### config.mk
export PLATFORM = sky130hd
export DESIGN_NAME = tkcc_top
export DESIGN_NICKNAME = d
export VERILOG_FILES = /design/src/inc/tkcc_pkg.sv /design/src/rtl/tkcc_top.sv /design/src/rtl/tkcc_clksel.sv /design/src/rtl/tkcc_capture.sv
export SDC_FILE = /design/constraint.sdc
export NUM_CORES = 1
export LEC_CHECK = 0
export BUFFER_PORTS_ARGS = -buffer_cell sky130_fd_sc_hd__buf_2
export CAP_MARGIN = 20
export CORE_MARGIN = 8
export CORE_UTILIZATION = 55
export CTS_BUF_LIST = sky130_fd_sc_hd__clkbuf_4
export CTS_CLUSTER_SIZE = 30
export DETAILED_ROUTE_END_ITERATION = 10
export GPL_TIMING_DRIVEN = 0
export PLACE_DENSITY = 0.81
export SYNTH_ARGS = -nofsm -noshare
export SYNTH_HDL_FRONTEND = slang
export SYNTH_SLANG_ARGS = --single-unit
export TNS_END_PERCENT = 20
### constraint.sdc
create_clock -name pclk -period 4.2 [get_ports pclk]
set_clock_uncertainty 0.15 [all_clocks]
set_input_delay 0.42 -clock pclk [delete_from_list [all_inputs] [get_ports pclk]]
set_output_delay 0.42 -clock pclk [all_outputs]
set_load 0.1 [all_outputs]
### src/inc/tkcc_pkg.sv
// touch key capture control: register map, field positions, reset values
// assumes a 32-bit apb slave with 12-bit byte addresses
package tkcc_pkg;
	// ------------------------------------------------------------
	// register byte offsets
	// ------------------------------------------------------------
	localparam logic [11:0] OFS_CTRL = 12'h000; // touch_sense_control
	localparam logic [11:0] OFS_IRQ_STATUS = 12'h004; // sticky events, read clears
	localparam logic [11:0] OFS_IRQ_MASK = 12'h008; // event mask, same layout
	localparam logic [11:0] OFS_RESULT = 12'h00c; // last capture count
	// ------------------------------------------------------------
	// control register fields
	// ------------------------------------------------------------
	localparam int BIT_EN = 7; // sense_enable
	localparam int BIT_MODE = 6; // timer/counter mode
	localparam int BIT_CKS_HI = 5; // internal_clock_select msb
	localparam int BIT_CKS_LO = 4; // internal_clock_select lsb
	localparam int BIT_AUTO = 3; // continuous detect and wake
	localparam int BIT_IEN = 2; // sense_irq_enable
	localparam int BIT_IFLAG = 1; // sense_irq_flag
	localparam int BIT_START = 0; // write start, read busy
	localparam logic [7:0] CTRL_RST = 8'h00;
	// ------------------------------------------------------------
	// internal clock select codes
	// ------------------------------------------------------------
	localparam logic [1:0] CKS_FAST_RC = 2'h0; // fast_rc_oscillator
	localparam logic [1:0] CKS_PLL = 2'h1;
	localparam logic [1:0] CKS_RTC = 2'h2;
	localparam logic [1:0] CKS_SLOW_RC = 2'h3; // slow_rc_oscillator
	// ------------------------------------------------------------
	// interrupt status bits
	// ------------------------------------------------------------
	localparam int EV_DONE = 0; // capture completed
	localparam int EV_DETECT = 1; // touch detection made
	localparam int EV_ABORT = 2; // capture aborted
	localparam int EV_W = 3;
	localparam logic [EV_W-1:0] EV_RST = 3'h0;
	// ------------------------------------------------------------
	// widths
	// ------------------------------------------------------------
	localparam int CNT_W = 16; // timer and counter width
endpackage

### src/rtl/tkcc_top.sv
// touch key capture control: apb registers, capture sequencer, interrupts
// assumes apb master in the pclk domain and synchronous analog inputs
//
// How it works
// - busy reads high for whole capture sequence
// - writing start one with enable one begins a capture
// - auto clear: one capture, then stop
// - auto set: repeat captures until touch detected
// - writing start zero while busy aborts
// - mode zero: capacitor clock timer, internal counted
// - mode one: internal clock timer, capacitor counted
// - two-bit field picks main and reference clock
// - auto setting also enables wake on detection
//
// Chosen here: the placing of the registers and the APB interface to the registers.
`timescale 1ns/10ps
module tkcc_top
#(
	parameter int CNT_W = tkcc_pkg::CNT_W
)
(
	// ------------------------------------------------------------
	// apb slave
	// ------------------------------------------------------------
	input wire logic pclk,
	input wire logic presetn,
	input wire logic psel,
	input wire logic penable,
	input wire logic pwrite,
	input wire logic [11:0] paddr,
	input wire logic [31:0] pwdata,
	output logic [31:0] prdata,
	output logic pready,
	output logic pslverr,
	// ------------------------------------------------------------
	// analog front end and clock sources
	// ------------------------------------------------------------
	input wire logic fast_rc_tick,
	input wire logic pll_tick,
	input wire logic rtc_tick,
	input wire logic slow_rc_tick,
	input wire logic cap_clk_in,
	input wire logic touch_detect,
	input wire logic [CNT_W-1:0] timer_limit,
	output logic [1:0] main_clock_select,
	output logic sense_active,
	output logic wakeup,
	output logic irq
);
	// ------------------------------------------------------------
	// declarations
	// ------------------------------------------------------------
	localparam int EV_W_L = tkcc_pkg::EV_W; // event count, needed by the widths below
	logic sense_enable_reg; // controller enable
	logic mode_reg; // timer/counter mode
	logic [1:0] internal_clock_select_reg; // clock source code
	logic auto_reg; // continuous detect and wake
	logic sense_irq_enable_reg; // interrupt enable
	logic sense_irq_flag_reg; // interrupt flag
	logic seq_run_reg; // capture sequence in progress
	logic det_seen_reg; // detection seen in this sequence
	logic [EV_W_L-1:0] irq_status_reg; // sticky events
	logic [EV_W_L-1:0] irq_mask_reg; // event mask
	logic [EV_W_L-1:0] ev_set; // events this cycle
	logic wakeup_reg; // wake request pulse
	logic [31:0] prdata_reg; // read data for access phase
	logic slverr_reg; // unmapped address flag

	logic setup; // apb setup cycle
	logic access; // apb access cycle
	logic wr_access; // write takes effect
	logic rd_access; // read completes
	logic wr_ctrl; // write to control
	logic wr_mask; // write to mask
	logic rd_status; // read of status, clears it
	logic start_cmd; // start command accepted
	logic abort_cmd; // abort of a running sequence
	logic disable_cmd; // enable dropped
	logic cap_start; // pulse into capture engine
	logic restart; // back-to-back capture in auto
	logic cap_busy; // engine running
	logic cap_done; // engine finished a window
	logic [CNT_W-1:0] cap_count; // last count
	logic base_tick; // timer base edge
	logic count_tick; // counted edge
	logic detect_now; // detection during a sequence
	logic [7:0] ctrl_read; // control register image

	// ------------------------------------------------------------
	// address decode helpers
	// ------------------------------------------------------------

	// true when the address names a mapped register
	function automatic logic addr_hit(input logic [11:0] a);
		addr_hit = (a == tkcc_pkg::OFS_CTRL) || (a == tkcc_pkg::OFS_IRQ_STATUS)
			|| (a == tkcc_pkg::OFS_IRQ_MASK) || (a == tkcc_pkg::OFS_RESULT);
	endfunction

	// ------------------------------------------------------------
	// apb phases
	// ------------------------------------------------------------

	// zero wait state slave: ready in every access phase
	assign setup = psel && !penable;
	assign access = psel && penable;
	assign wr_access = access && pwrite;
	assign rd_access = access && !pwrite;
	assign wr_ctrl = wr_access && (paddr == tkcc_pkg::OFS_CTRL);
	assign wr_mask = wr_access && (paddr == tkcc_pkg::OFS_IRQ_MASK);
	assign rd_status = rd_access && (paddr == tkcc_pkg::OFS_IRQ_STATUS);
	assign pready = 1'b1;
	assign pslverr = access && slverr_reg;
	assign prdata = prdata_reg;

	// ------------------------------------------------------------
	// commands decoded from control writes
	// ------------------------------------------------------------

	// start needs the enable bit in the written value
	assign start_cmd = wr_ctrl && pwdata[tkcc_pkg::BIT_START]
		&& pwdata[tkcc_pkg::BIT_EN] && !seq_run_reg;
	// start zero while running aborts
	assign abort_cmd = wr_ctrl && !pwdata[tkcc_pkg::BIT_START] && seq_run_reg;
	// dropping enable stops any activity
	assign disable_cmd = wr_ctrl && !pwdata[tkcc_pkg::BIT_EN] && seq_run_reg;
	// detection only counts inside a sequence
	assign detect_now = touch_detect && seq_run_reg;
	// auto repeats while no detection has been made
	assign restart = cap_done && auto_reg && seq_run_reg
		&& !det_seen_reg && !detect_now && !abort_cmd && !disable_cmd;
	assign cap_start = start_cmd || restart;

	// ------------------------------------------------------------
	// control register
	// ------------------------------------------------------------

	// software fields of touch_sense_control
	always_ff @(posedge pclk or negedge presetn)
	begin
		if (!presetn)
		begin
			sense_enable_reg <= tkcc_pkg::CTRL_RST[tkcc_pkg::BIT_EN];
			mode_reg <= tkcc_pkg::CTRL_RST[tkcc_pkg::BIT_MODE];
			internal_clock_select_reg <=
				tkcc_pkg::CTRL_RST[tkcc_pkg::BIT_CKS_HI:tkcc_pkg::BIT_CKS_LO];
			auto_reg <= tkcc_pkg::CTRL_RST[tkcc_pkg::BIT_AUTO];
			sense_irq_enable_reg <= tkcc_pkg::CTRL_RST[tkcc_pkg::BIT_IEN];
		end
		else if (wr_ctrl)
		begin
			sense_enable_reg <= pwdata[tkcc_pkg::BIT_EN];
			mode_reg <= pwdata[tkcc_pkg::BIT_MODE];
			internal_clock_select_reg <=
				pwdata[tkcc_pkg::BIT_CKS_HI:tkcc_pkg::BIT_CKS_LO];
			auto_reg <= pwdata[tkcc_pkg::BIT_AUTO];
			sense_irq_enable_reg <= pwdata[tkcc_pkg::BIT_IEN];
		end
	end

	// interrupt flag: set by hardware, cleared by writing zero
	always_ff @(posedge pclk or negedge presetn)
	begin
		if (!presetn)
			sense_irq_flag_reg <= tkcc_pkg::CTRL_RST[tkcc_pkg::BIT_IFLAG];
		else if (cap_done || detect_now)
			sense_irq_flag_reg <= 1'b1;
		else if (wr_ctrl && !pwdata[tkcc_pkg::BIT_IFLAG])
			sense_irq_flag_reg <= 1'b0;
	end

	// ------------------------------------------------------------
	// capture sequencer
	// ------------------------------------------------------------

	// busy covers a single capture or a whole auto run
	always_ff @(posedge pclk or negedge presetn)
	begin
		if (!presetn)
			seq_run_reg <= 1'b0;
		else if (start_cmd)
			seq_run_reg <= 1'b1;
		else if (abort_cmd || disable_cmd)
			seq_run_reg <= 1'b0;
		else if (cap_done && !restart)
			seq_run_reg <= 1'b0;
	end

	// remembers a detection until the next start
	always_ff @(posedge pclk or negedge presetn)
	begin
		if (!presetn)
			det_seen_reg <= 1'b0;
		else if (start_cmd)
			det_seen_reg <= 1'b0;
		else if (detect_now)
			det_seen_reg <= 1'b1;
	end

	// wake request when auto detection finds a touch
	always_ff @(posedge pclk or negedge presetn)
	begin
		if (!presetn)
			wakeup_reg <= 1'b0;
		else
			wakeup_reg <= detect_now && auto_reg;
	end

	assign wakeup = wakeup_reg;
	assign sense_active = seq_run_reg;
	assign main_clock_select = internal_clock_select_reg;

	// ------------------------------------------------------------
	// capture engine and clock routing
	// ------------------------------------------------------------

	// picks timer base and counted edges from mode and source
	tkcc_clksel u_clksel
	(
		.pclk(pclk),
		.presetn(presetn),
		.clock_select(internal_clock_select_reg),
		.mode(mode_reg),
		.fast_rc_tick(fast_rc_tick),
		.pll_tick(pll_tick),
		.rtc_tick(rtc_tick),
		.slow_rc_tick(slow_rc_tick),
		.cap_clk_in(cap_clk_in),
		.base_tick(base_tick),
		.count_tick(count_tick)
	);

	// one capture window per start pulse
	tkcc_capture #(.CNT_W(CNT_W)) u_capture
	(
		.pclk(pclk),
		.presetn(presetn),
		.start(cap_start),
		.abort(abort_cmd || disable_cmd),
		.base_tick(base_tick),
		.count_tick(count_tick),
		.timer_limit(timer_limit),
		.busy(cap_busy),
		.done(cap_done),
		.count_value(cap_count)
	);

	// ------------------------------------------------------------
	// interrupt status and mask
	// ------------------------------------------------------------

	// events of this cycle
	always_comb
	begin
		ev_set = '0;
		ev_set[tkcc_pkg::EV_DONE] = cap_done;
		ev_set[tkcc_pkg::EV_DETECT] = detect_now;
		ev_set[tkcc_pkg::EV_ABORT] = abort_cmd || disable_cmd;
	end

	// sticky status, cleared by read; a new event wins over the clear
	always_ff @(posedge pclk or negedge presetn)
	begin
		if (!presetn)
			irq_status_reg <= tkcc_pkg::EV_RST;
		else if (rd_status)
			irq_status_reg <= ev_set;
		else
			irq_status_reg <= irq_status_reg | ev_set;
	end

	// mask register, one bit per event
	always_ff @(posedge pclk or negedge presetn)
	begin
		if (!presetn)
			irq_mask_reg <= tkcc_pkg::EV_RST;
		else if (wr_mask)
			irq_mask_reg <= pwdata[EV_W_L-1:0];
	end

	// level interrupt, gated by the enable bit
	assign irq = sense_irq_enable_reg
		&& (sense_irq_flag_reg || (|(irq_status_reg & irq_mask_reg)));

	// ------------------------------------------------------------
	// read data
	// ------------------------------------------------------------

	// control image, busy in the start position
	always_comb
	begin
		ctrl_read = '0;
		ctrl_read[tkcc_pkg::BIT_EN] = sense_enable_reg;
		ctrl_read[tkcc_pkg::BIT_MODE] = mode_reg;
		ctrl_read[tkcc_pkg::BIT_CKS_HI:tkcc_pkg::BIT_CKS_LO] = internal_clock_select_reg;
		ctrl_read[tkcc_pkg::BIT_AUTO] = auto_reg;
		ctrl_read[tkcc_pkg::BIT_IEN] = sense_irq_enable_reg;
		ctrl_read[tkcc_pkg::BIT_IFLAG] = sense_irq_flag_reg;
		ctrl_read[tkcc_pkg::BIT_START] = seq_run_reg || cap_busy;
	end

	// read data loaded in setup so it stands through access
	always_ff @(posedge pclk or negedge presetn)
	begin
		if (!presetn)
		begin
			prdata_reg <= 32'h0000_0000;
			slverr_reg <= 1'b0;
		end
		else if (setup)
		begin
			slverr_reg <= !addr_hit(paddr);
			prdata_reg <= 32'h0000_0000;
			if (!pwrite)
			begin
				unique case (paddr)
					tkcc_pkg::OFS_CTRL: prdata_reg <= {24'h00_0000, ctrl_read};
					tkcc_pkg::OFS_IRQ_STATUS:
						prdata_reg <= {{(32-EV_W_L){1'b0}}, irq_status_reg | ev_set};
					tkcc_pkg::OFS_IRQ_MASK:
						prdata_reg <= {{(32-EV_W_L){1'b0}}, irq_mask_reg};
					tkcc_pkg::OFS_RESULT:
						prdata_reg <= {{(32-CNT_W){1'b0}}, cap_count};
					default: prdata_reg <= 32'h0000_0000;
				endcase
			end
		end
	end
endmodule

### src/rtl/tkcc_clksel.sv
// touch key capture control: reference clock select and timer/counter routing
// assumes oscillator ticks and the capacitor clock are synchronous to pclk
`timescale 1ns/10ps
module tkcc_clksel
(
	input wire logic pclk,
	input wire logic presetn,
	input wire logic [1:0] clock_select,
	input wire logic mode,
	input wire logic fast_rc_tick,
	input wire logic pll_tick,
	input wire logic rtc_tick,
	input wire logic slow_rc_tick,
	input wire logic cap_clk_in,
	output logic base_tick,
	output logic count_tick
);
	logic cap_prev_reg; // capacitor clock of last cycle
	logic cap_rise; // capacitor clock rising edge
	logic ref_tick; // selected internal reference tick

	// picks one of the four internal sources
	function automatic logic pick_ref(input logic [1:0] sel, input logic [3:0] t);
		pick_ref = t[sel];
	endfunction

	// remembers the capacitor clock for edge detection
	always_ff @(posedge pclk or negedge presetn)
	begin
		if (!presetn)
			cap_prev_reg <= 1'b0;
		else
			cap_prev_reg <= cap_clk_in;
	end

	// routes edges to the timer base and the counter
	always_comb
	begin
		cap_rise = cap_clk_in & ~cap_prev_reg;
		ref_tick = pick_ref(clock_select, {slow_rc_tick, rtc_tick, pll_tick, fast_rc_tick});
		if (mode)
		begin
			base_tick = ref_tick;
			count_tick = cap_rise;
		end
		else
		begin
			base_tick = cap_rise;
			count_tick = ref_tick;
		end
	end
endmodule

### src/rtl/tkcc_capture.sv
// touch key capture control: one capture, timer window and edge counter
// assumes start and abort are one-cycle pulses from the sequencer
`timescale 1ns/10ps
module tkcc_capture
#(
	parameter int CNT_W = tkcc_pkg::CNT_W
)
(
	input wire logic pclk,
	input wire logic presetn,
	input wire logic start,
	input wire logic abort,
	input wire logic base_tick,
	input wire logic count_tick,
	input wire logic [CNT_W-1:0] timer_limit,
	output logic busy,
	output logic done,
	output logic [CNT_W-1:0] count_value
);
	typedef enum logic {TKCC_IDLE, TKCC_RUN} tkcc_cap_e;
	tkcc_cap_e state_reg; // capture state
	logic [CNT_W-1:0] timer_reg; // base edges seen so far
	logic [CNT_W-1:0] count_reg; // counted edges so far
	logic window_end; // last base edge of the window
	logic done_reg; // completion pulse

	assign window_end = (state_reg == TKCC_RUN) && base_tick && !abort
		&& (timer_reg + 1'b1 >= timer_limit);
	assign busy = (state_reg == TKCC_RUN);
	assign done = done_reg;

	// capture state: start enters, window end or abort leaves
	always_ff @(posedge pclk or negedge presetn)
	begin
		if (!presetn)
			state_reg <= TKCC_IDLE;
		else
		begin
			unique case (state_reg)
				TKCC_IDLE: if (start) state_reg <= TKCC_RUN;
				TKCC_RUN: if (abort || window_end) state_reg <= TKCC_IDLE;
			endcase
		end
	end

	// timer and counter, cleared on start
	always_ff @(posedge pclk or negedge presetn)
	begin
		if (!presetn)
		begin
			timer_reg <= '0;
			count_reg <= '0;
		end
		else if (start && state_reg == TKCC_IDLE)
		begin
			timer_reg <= '0;
			count_reg <= '0;
		end
		else if (state_reg == TKCC_RUN)
		begin
			if (base_tick)
				timer_reg <= timer_reg + 1'b1;
			if (count_tick)
				count_reg <= count_reg + 1'b1;
		end
	end

	// result latch and completion pulse
	always_ff @(posedge pclk or negedge presetn)
	begin
		if (!presetn)
		begin
			done_reg <= 1'b0;
			count_value <= '0;
		end
		else
		begin
			done_reg <= window_end;
			if (window_end)
				count_value <= count_reg + {{(CNT_W-1){1'b0}}, count_tick};
		end
	end
endmodule

# After elaboration in Yosys (flattened, before gate mapping)
# Index checks and enable logic that the tools add are counted.
# op_classes
n_div	0
n_eq_ne	3
add_sub_neg	3
n_reduce_logical	62
n_lt_le_gt_ge	2
n_mul	0
n_mux	23
shifts	0
n_bitwise	5
# op_table
op	n
$mux 16	7
$pmux 16 s4	1
$add 16x1->16 const B	2
$logic_and 1x1->1	30
$eq 12x4->1 const B	2
$add 16x1->16	1
$ge 16x16->1	1
$logic_not 1->1	13
$eq 12x3->1 const B	1
$logic_not 12->1	1
$mux 1	12
$reduce_bool 2->1	5
$logic_or 1x1->1	9
$reduce_and 2->1	2
$and 3x3->3	1
$lt 2x3->1 const B	1
$mux 3	1
$or 3x3->3	1
$reduce_bool 3->1	1
$reduce_or 3->1	1
$bmux 1 s2	1
$not 1->1	2
$pmux 1 s2	1
$and 1x1->1	1
# totals
wordCells	117
mem_count	0
input_bits	71
mem_bits_ro	0
ramBits	0
reg_bits	100
latchBits	0
output_inout_bits	39

# Longest topological paths before layout
# Gate-level depths: netlist (run 1).
# depth
ltp_word	13
depth_mapped	14
mapped_depth_nobuf	13

# By module
# From an unflattened synthesis (run 1), not the netlist that was laid out.
# hier_totals
hier_cells	492
hier_area_um2	4906.0
# modules_own_cells
module	area_per_inst_um2	cells_per_inst	seq_area_each_um2	n_inst
tkcc_capture	3110.5	327	1251.2	1
tkcc_top	1719.1	160	825.8	1
tkcc_clksel	76.3	5	25.0	1

# Worst setup path after synthesis (run 1)
# Ideal clock, no wire load.
# synth_timing
path_kind	reg-to-reg
start	reg u_capture.timer_reg[0]
end	reg u_capture.count_value[0]
synth_period_minus_slack_ns	3.186
path_stages_with_launch	15
arrival_time_ns	2.911
required_time_ns	3.925
slack_ns	1.014
n_path_buf	1
setup_ns	0.125
cell_sequence	dfrtp_1 > ha_1 > nand3_1 > nor2_1 > and3_1 > nand3_1 > xnor2_1 > ha_1 > nand4_1 > nor2_1 > o2111ai_1 > o211ai_1 > nand3_2 > buf_2 > mux2_2
# synth_via
elab_chain_cells	3
# synth_rtl
item	line	text
start, declared	tkcc_capture.sv:22	logic [CNT_W-1:0] timer_reg;
start signal, assigned	tkcc_capture.sv:62	timer_reg <= timer_reg + 1'b1;
$add 16x1->16	tkcc_capture.sv:28	&& (timer_reg + 1'b1 >= timer_limit);
$ge 16x16->1	tkcc_capture.sv:28	
$logic_and 1x1->1	tkcc_capture.sv:28	
end signal, assigned	tkcc_capture.sv:80	count_value <= count_reg + {{(CNT_W-1){1'b0}}, count_tick};
end, declared	tkcc_capture.sv:18	output logic [CNT_W-1:0] count_value
# Every way passes these cells.
# A chain may end at the register's enable or synchronous reset.

# Final worst setup path (run 1)
# layout_timing
start	reg u_capture.timer_reg[0]
end	reg u_capture.count_value[4]
# The elaborated chain is that of the path after synthesis.

==> results.sh, run 1 <==
export IMPL_period_needed_ns=3.86
export IMPL_first_pass_iters=4
export IMPL_synth_edff_count=0
export IMPL_grt_first_pass_wirelength_mm=17.2
export IMPL_criticalPathCategory="flop to flop"
export IMPL_tot_gr_track_use_pct=18.1
export IMPL_via_count=3607
export IMPL_worst_ep_arrival_time_ns=4.04
export IMPL_clk_root_buffer_cell="clkbuf_4"
export IMPL_p_leak_nw=2.87
export IMPL_max_clock_freq_mhz=259
export IMPL_synthesis_area_per_instance_um2=10.0
export IMPL_die_h_um=109
export IMPL_path_max_fanout=10
export IMPL_drt_total_wl_mm=10.2
export IMPL_cts_sink_count=84
export IMPL_clock_tree_htree_level_count=3
export IMPL_cts_post_setup_buffers_inserted=0
export IMPL_gp_congestion=0.897
export IMPL_drv_max_cap_violation_count=0
export IMPL_remaining_drc_errors=0
export IMPL_required_time_at_the_endpoint_of_the_critical_path_ns=4.37
export IMPL_grt_max_degree=68
export IMPL_report_final_setup_viol=0
export IMPL_clock_tree_buffer_depth=2
export IMPL_initialDrtViolationCount=217
export IMPL_die_width_um=109
export IMPL_placeableCoreArea_um2=8550
export IMPL_max_slew_margin_rel_pct=59.9
export IMPL_leading_register_cell_type_out_of_synthesis="dfrtp_1"
export IMPL_fin_nets=659
export IMPL_clkSlewWorstSetupHoldPaths_ns=0.13
export IMPL_worst_slack_ns=0.337
export IMPL_fillerInstances=697
export IMPL_run_status="complete, no violations"
export IMPL_postRouteAntennaNets=0
export IMPL_start_util_pct=55.5
export IMPL_grt_antenna_before_repair=0
export IMPL_first_global_vias=3614
export IMPL_netlist_area_um2=4740
export IMPL_ys_seq_area_share_pct=44.3
export IMPL_antenna_diode_count=0
export IMPL_post_dp_cell_area_um2=5300
export IMPL_worst_hold_startpoint="pwdata[4]"
export IMPL_yosys_warnings=0
export IMPL_floorplan_die_area_um2=11800
export IMPL_numPortBuffers=67
export IMPL_top_usage_layer="met2"
export IMPL_drive_gt1_share_pct=24.7
export IMPL_layout_cells_non_filler=680
export IMPL_timing_reg2reg_worst_path_depth=14
export IMPL_grt_overflow_total=0
export IMPL_post_synth_num_cell_types=46
export IMPL_syn_inst=472
export IMPL_flow_area_growth_from_synthesis_pct=15.5
export IMPL_startpoint_type="flop"
export IMPL_r2r_end="u_capture.count_value[4]$_DFFE_PN0P_"
export IMPL_grt_setup_unrepaired="no"
export IMPL_finalCritPeriodShare_pct=92.0
export IMPL_powerDensity_nw_per_um2=275
export IMPL_holdPathEnd="main_clock_select[0]$_DFFE_PN0N_"
export IMPL_global_route_usage_met1_pct=22.2
export IMPL_end_kind="flop"
export IMPL_site_row_count=34
export IMPL_timing_reg2reg_setup_slack_ns=0.34
export IMPL_clock_latency_ns=0.43
export IMPL_worstMarginPinSlew_ns=0.597
export IMPL_fin_tns_setup_ns=0
export IMPL_post_dp_hpwl_mm=7.92
export IMPL_place_detailed_instances=663
export IMPL_vias_per_cell=5.30
export IMPL_final_cell_area_um2=5480
export IMPL_timing_rr_start="u_capture.timer_reg[0]$_DFFE_PN0P_"
export IMPL_timing_max_transition_violations_final=0
export IMPL_use_met2_pct=31.3
export IMPL_pre_cts_ws_ns=0.353
export IMPL_synth_async_sr_flop_share_pct=100
export IMPL_hold_depth=2
export IMPL_worst_hold_path_type="input pin to flop"
export IMPL_tritoncts_num_buffers=9
export IMPL_synth_ff_latch_count=84
export IMPL_route_detailed_wl_per_inst_um=15.1
export IMPL_tritoncts="built"
export IMPL_ir_worst_vdd_v=0.000183
export IMPL_finalHoldViolCount=0
export IMPL_gr_usage_met3_pct=3.37
export IMPL_pin_count=110
cell families after synthesis:
kind of cell,Yosys count,synth area share [%]
other cells,2,0.158
mux,34,8.42
simple gates,167,17.0
flops,84,44.3
fa+ha+maj,20,5.28
compound gates,50,7.73
buf+inv,57,6.39
xor+xnor,58,10.7
placed cells by master, fill, tap and decap left out, types with 20 or more instances in the layout:
cell / n
ha_1: 20
nand2_1: 44
inv_1: 20
buf_2: 68
mux2_2: 27
dfrtp_1: 84
nand3_1: 21
xnor2_1: 22
xor2_1: 36
nor2_1: 52
worst max-delay path by stage:
stage | from | end | cells after the start
after floorplan | u_capture.timer_reg[0]$_DFFE_PN0P_ | u_capture.count_value[0]$_DFFE_PN0P_ | 14
after global placement | u_capture.timer_reg[0]$_DFFE_PN0P_ | u_capture.count_value[13]$_DFFE_PN0P_ | 14
after detailed placement | u_capture.timer_reg[0]$_DFFE_PN0P_ | u_capture.count_value[14]$_DFFE_PN0P_ | 14
after CTS | u_capture.timer_reg[0]$_DFFE_PN0P_ | u_capture.count_value[4]$_DFFE_PN0P_ | 14
after global routing | u_capture.timer_reg[0]$_DFFE_PN0P_ | u_capture.count_value[4]$_DFFE_PN0P_ | 14
final | u_capture.timer_reg[0]$_DFFE_PN0P_ | u_capture.count_value[4]$_DFFE_PN0P_ | 14
metal layers:
layer | wire [um] | share of wire, %
met1 | 4380 | 43
met2 | 5130 | 50
met5 | 0 | 0
met4 | 119 | 1.2
met3 | 614 | 6.0
where the power goes:
group	internal, mW	switching, mW
registers	0.812	0.00371
clock network	0.239	0.279
logic	0.0487	0.125
total	1.10	0.408
per-stage QoR:
step | hold slack [ns] | total power, mW | utilization [%]
floorplan | -0.0256 | 0.949 | -
global placement | 0.310 | 0.997 | 61.6
detailed placement | 0.164 | 1.00 | 62.0
CTS | 0.0377 | 1.52 | 64.0
global route | 0.0450 | 1.57 | 64.0
finish | 0.0653 | 1.51 | 64.0
Yosys cell counts (all sizes together) (5+ instances only):
master | n | share of area (%)
a21oi | 9 | 0.95
a22o | 9 | 1.7
a22oi | 6 | 0.95
and3 | 14 | 1.8
buf | 23 | 3.7
clkbuf | 14 | 1.1
dfrtp | 84 | 44
ha | 20 | 5.3
inv | 20 | 1.6
mux2 | 27 | 6.4
mux2i | 5 | 1.1
nand2 | 44 | 3.5
nand2b | 6 | 0.79
nand3 | 22 | 2.4
nand4 | 10 | 1.3
nor2 | 52 | 4.1
nor3 | 8 | 1.1
o21ai | 5 | 0.53
o31ai | 7 | 1.1
xnor2 | 22 | 4.1
xor2 | 36 | 6.6
timing repair:
| action | in CTS | in global routing |
|---|---|---|
| resized for setup | 0 | 0 |
| endpoints found under the setup margin | 0 | 0 |
| hold buffers | 2 | 0 |
| hold endpoints to repair | 18 | 0 |
layout make-up:
class,count,area [um2],share of cell area [%]
Buffer,37,228,4.16
Clock buffer,9,67.6,1.23
Clock inverter,6,88.8,1.62
Inverter,20,75.1,1.37
Multi-Input combinational cell,346,2390,43.7
Sequential cell,84,2100,38.4
Tap cell,108,135,2.47
Timing Repair Buffer,70,385,7.04
critical path, cell delays in order (launching register included):
cell       delay (ns)
dfrtp_1          0.48
ha_1             0.26
nand3_1          0.19
nor2_1           0.31
and3_1           0.30
nand3_1          0.11
xnor2_1          0.14
ha_1             0.29
nand4_1          0.13
nor2_1           0.13
o2111ai_1        0.12
o211ai_1         0.30
nand3_2          0.27
buf_2            0.28
mux2_2           0.30
Note: power is estimated with default switching activity, not from simulation.
==> run 2: changes to the inputs <==
--- a/config.mk
+++ b/config.mk
@@ -8,12 +8,12 @@
 export BUFFER_PORTS_ARGS = -buffer_cell sky130_fd_sc_hd__buf_2
 export CAP_MARGIN = 20
 export CORE_MARGIN = 8
-export CORE_UTILIZATION = 55
+export CORE_UTILIZATION = 45
 export CTS_BUF_LIST = sky130_fd_sc_hd__clkbuf_4
 export CTS_CLUSTER_SIZE = 30
 export DETAILED_ROUTE_END_ITERATION = 10
 export GPL_TIMING_DRIVEN = 0
-export PLACE_DENSITY = 0.81
+export PLACE_DENSITY = 0.69
 export SYNTH_ARGS = -nofsm -noshare
 export SYNTH_HDL_FRONTEND = slang
 export SYNTH_SLANG_ARGS = --single-unit
==> constraint.sdc (replaced) <==
create_clock -name pclk -period 4.2 [get_ports pclk]
set_clock_uncertainty 0.15 [all_clocks]
set_input_delay 1.05 -clock pclk [delete_from_list [all_inputs] [get_ports pclk]]
set_output_delay 1.05 -clock pclk [all_outputs]
set_load 0.1 [all_outputs]
==> run 2 against run 1 <==
  * Maximum frequency increased by 1.7%
  * Largest power group unchanged
  * Highest routed layer unchanged
  * Die area is 19% higher
  * Sequential power about the same
==> results.sh, run 2 (synthesis gave the netlist of run 1 again) <==
export IMPL_gp_congestion=0.842
export IMPL_route_detailed_wl_per_inst_um=14.5
export IMPL_post_dp_hpwl_mm=8.06
export IMPL_first_pass_iters=5
export IMPL_finalCoreUtilization_pct=53.3
export IMPL_grt_overflow_total=0
export IMPL_via_count=3569
export IMPL_cts_hold_buffers=0
export IMPL_worst_slack_ns=0.400
export IMPL_vias_per_cell=5.04
export IMPL_tot_gr_track_use_pct=14.6
export IMPL_die_width_um=119
export IMPL_crit_chain="ha_1, nand3_1, nor2_2, and3_1, nand3_1, xnor2_1, ha_1, nand4_1, nor2_1, o2111ai_1, o211ai_1, nand3_2, buf_2, mux2_2"
export IMPL_ir_worst_vdd_v=0.000117
export IMPL_fin_tns_setup_ns=0
export IMPL_clock_latency_ns=0.43
export IMPL_mostFrequentLayoutCells="dfrtp_1 (84), buf_2 (68), nor2_1 (51)"
export IMPL_r2r_end="u_capture.count_value[1]$_DFFE_PN0P_"
export IMPL_grt_first_pass_wirelength_mm=17.2
export IMPL_clock_tree_buffer_depth=2
export IMPL_placeableCoreArea_um2=10300
export IMPL_pre_cts_ws_ns=0.368
export IMPL_criticalPathCategory="flop to flop"
export IMPL_cts_post_setup_buffers_inserted=0
export IMPL_p_leak_nw=2.86
export IMPL_finalCritPeriodShare_pct=90.5
export IMPL_remaining_drc_errors=0
export IMPL_fin_nets=657
export IMPL_cts_resized=0
export IMPL_fillerInstances=931
export IMPL_floorplan_die_area_um2=14100
export IMPL_flow_area_growth_from_synthesis_pct=15.5
export IMPL_initialDrtViolationCount=205
export IMPL_postRouteAntennaNets=0
export IMPL_timing_reg2reg_worst_path_depth=14
export IMPL_clock_tree_htree_level_count=3
export IMPL_grt_setup_unrepaired="no"
export IMPL_timing_rr_start="u_capture.timer_reg[0]$_DFFE_PN0P_"
export IMPL_cts_sink_count=84
export IMPL_clk_root_buffer_cell="clkbuf_4"
export IMPL_required_time_at_the_endpoint_of_the_critical_path_ns=4.36
export IMPL_timing_max_transition_violations_final=0
export IMPL_critical_path_max_stage_delay_ns=0.46
export IMPL_drt_total_wl_mm=10.3
export IMPL_worstMarginPinSlew_ns=0.582
export IMPL_powerDensity_nw_per_um2=268
export IMPL_drv_max_cap_violation_count=0
export IMPL_drive_gt1_share_pct=25.0
export IMPL_grt_antenna_before_repair=1
export IMPL_critical_path_slowest_cell="dfrtp_1"
export IMPL_numPortBuffers=67
export IMPL_worst_ep_arrival_time_ns=3.96
export IMPL_end_kind="flop"
export IMPL_tritoncts="built"
export IMPL_layout_commonest_cell="dfrtp_1"
export IMPL_first_global_vias=3592
export IMPL_total_power_mw=1.47
export IMPL_start_util_pct=46.1
export IMPL_tritoncts_num_buffers=9
export IMPL_run_status="complete, no violations"
export IMPL_grt_max_degree=63
export IMPL_clkSlewWorstSetupHoldPaths_ns=0.15
export IMPL_period_needed_ns=3.80
export IMPL_site_row_count=37
export IMPL_post_dp_cell_area_um2=5330
export IMPL_startpoint_type="flop"
export IMPL_timing_reg2reg_setup_slack_ns=0.40
export IMPL_report_final_setup_viol=0
export IMPL_max_slew_margin_rel_pct=61.2
export IMPL_die_h_um=119
export IMPL_finalHoldViolCount=0
export IMPL_max_clock_freq_mhz=263
export IMPL_path_max_fanout=10
export IMPL_pin_count=110
export IMPL_final_cell_area_um2=5480
export IMPL_worst_hold_path_type="input pin to async pin"
## run 2: cell types whose count changed in the layout (fill, tap and decap cells not counted)
cell           change
bufinv_16          -1
clkinv_2           +1
clkinv_4           -1
diode_2            +1
dlygate4sd3_1      -2
inv_6              +2
nor2_1             -1
nor2_2             +1
## run 2: worst max path at each step
stage,from,end,cells after the start
6_report,u_capture.timer_reg[0]$_DFFE_PN0P_,u_capture.count_value[1]$_DFFE_PN0P_,14
5_1_grt,u_capture.timer_reg[0]$_DFFE_PN0P_,u_capture.count_value[0]$_DFFE_PN0P_,14
3_3_place_gp,u_capture.timer_reg[0]$_DFFE_PN0P_,u_capture.count_value[12]$_DFFE_PN0P_,14
4_1_cts,u_capture.timer_reg[0]$_DFFE_PN0P_,u_capture.count_value[1]$_DFFE_PN0P_,14
3_5_place_dp,u_capture.timer_reg[0]$_DFFE_PN0P_,u_capture.count_value[13]$_DFFE_PN0P_,14
2_1_floorplan,irq_status_reg[2]$_DFF_PN0_,irq,2
## run 2: area by class of cell
| type | count | area [um2] | area share (%) |
|---|---|---|---|
| Clock inverter | 7 | 72.6 | 1.32 |
| Multi-Input combinational cell | 346 | 2400 | 43.7 |
| Buffer | 37 | 228 | 4.16 |
| Clock buffer | 9 | 67.6 | 1.23 |
| Antenna cell | 1 | 2.50 | 0.0457 |
| Sequential cell | 84 | 2100 | 38.4 |
| Tap cell | 136 | 170 | 3.11 |
| Timing Repair Buffer | 68 | 365 | 6.67 |
| Inverter | 20 | 75.1 | 1.37 |
## run 2: routing by layer
layer  up-vias  track usage (%)  share of wire [%]  wire (um)
met2        95             23.9                 48       4900
met5         -                0                  0          0
met3        15             3.43                5.1        523
li1       1770                -                  -          -
met4         0             5.14                1.6        166
met1      1689             18.5                 46       4680
## run 2: report_power, final
group	switching, mW	total, mW	internal, mW
logic	0.125	0.173	0.0478
clock network	0.293	0.478	0.185
registers	0.00389	0.816	0.812
## run 2: critical path, delay by kind of cell, from the launching register on
kind	cells	cell delay, ns
simple gates	7	1.37
fa+ha+maj	2	0.54
flops	1	0.46
compound gates	2	0.42
mux	1	0.29
buf+inv	1	0.28
xor+xnor	1	0.16
## run 2: through the flow
step	std cells	hold WS (ns)
after floorplan	487	0.311
after global placement	690	0.312
after detailed placement	691	0.317
after CTS	707	0.334
after global routing	708	0.327
final	708	0.338
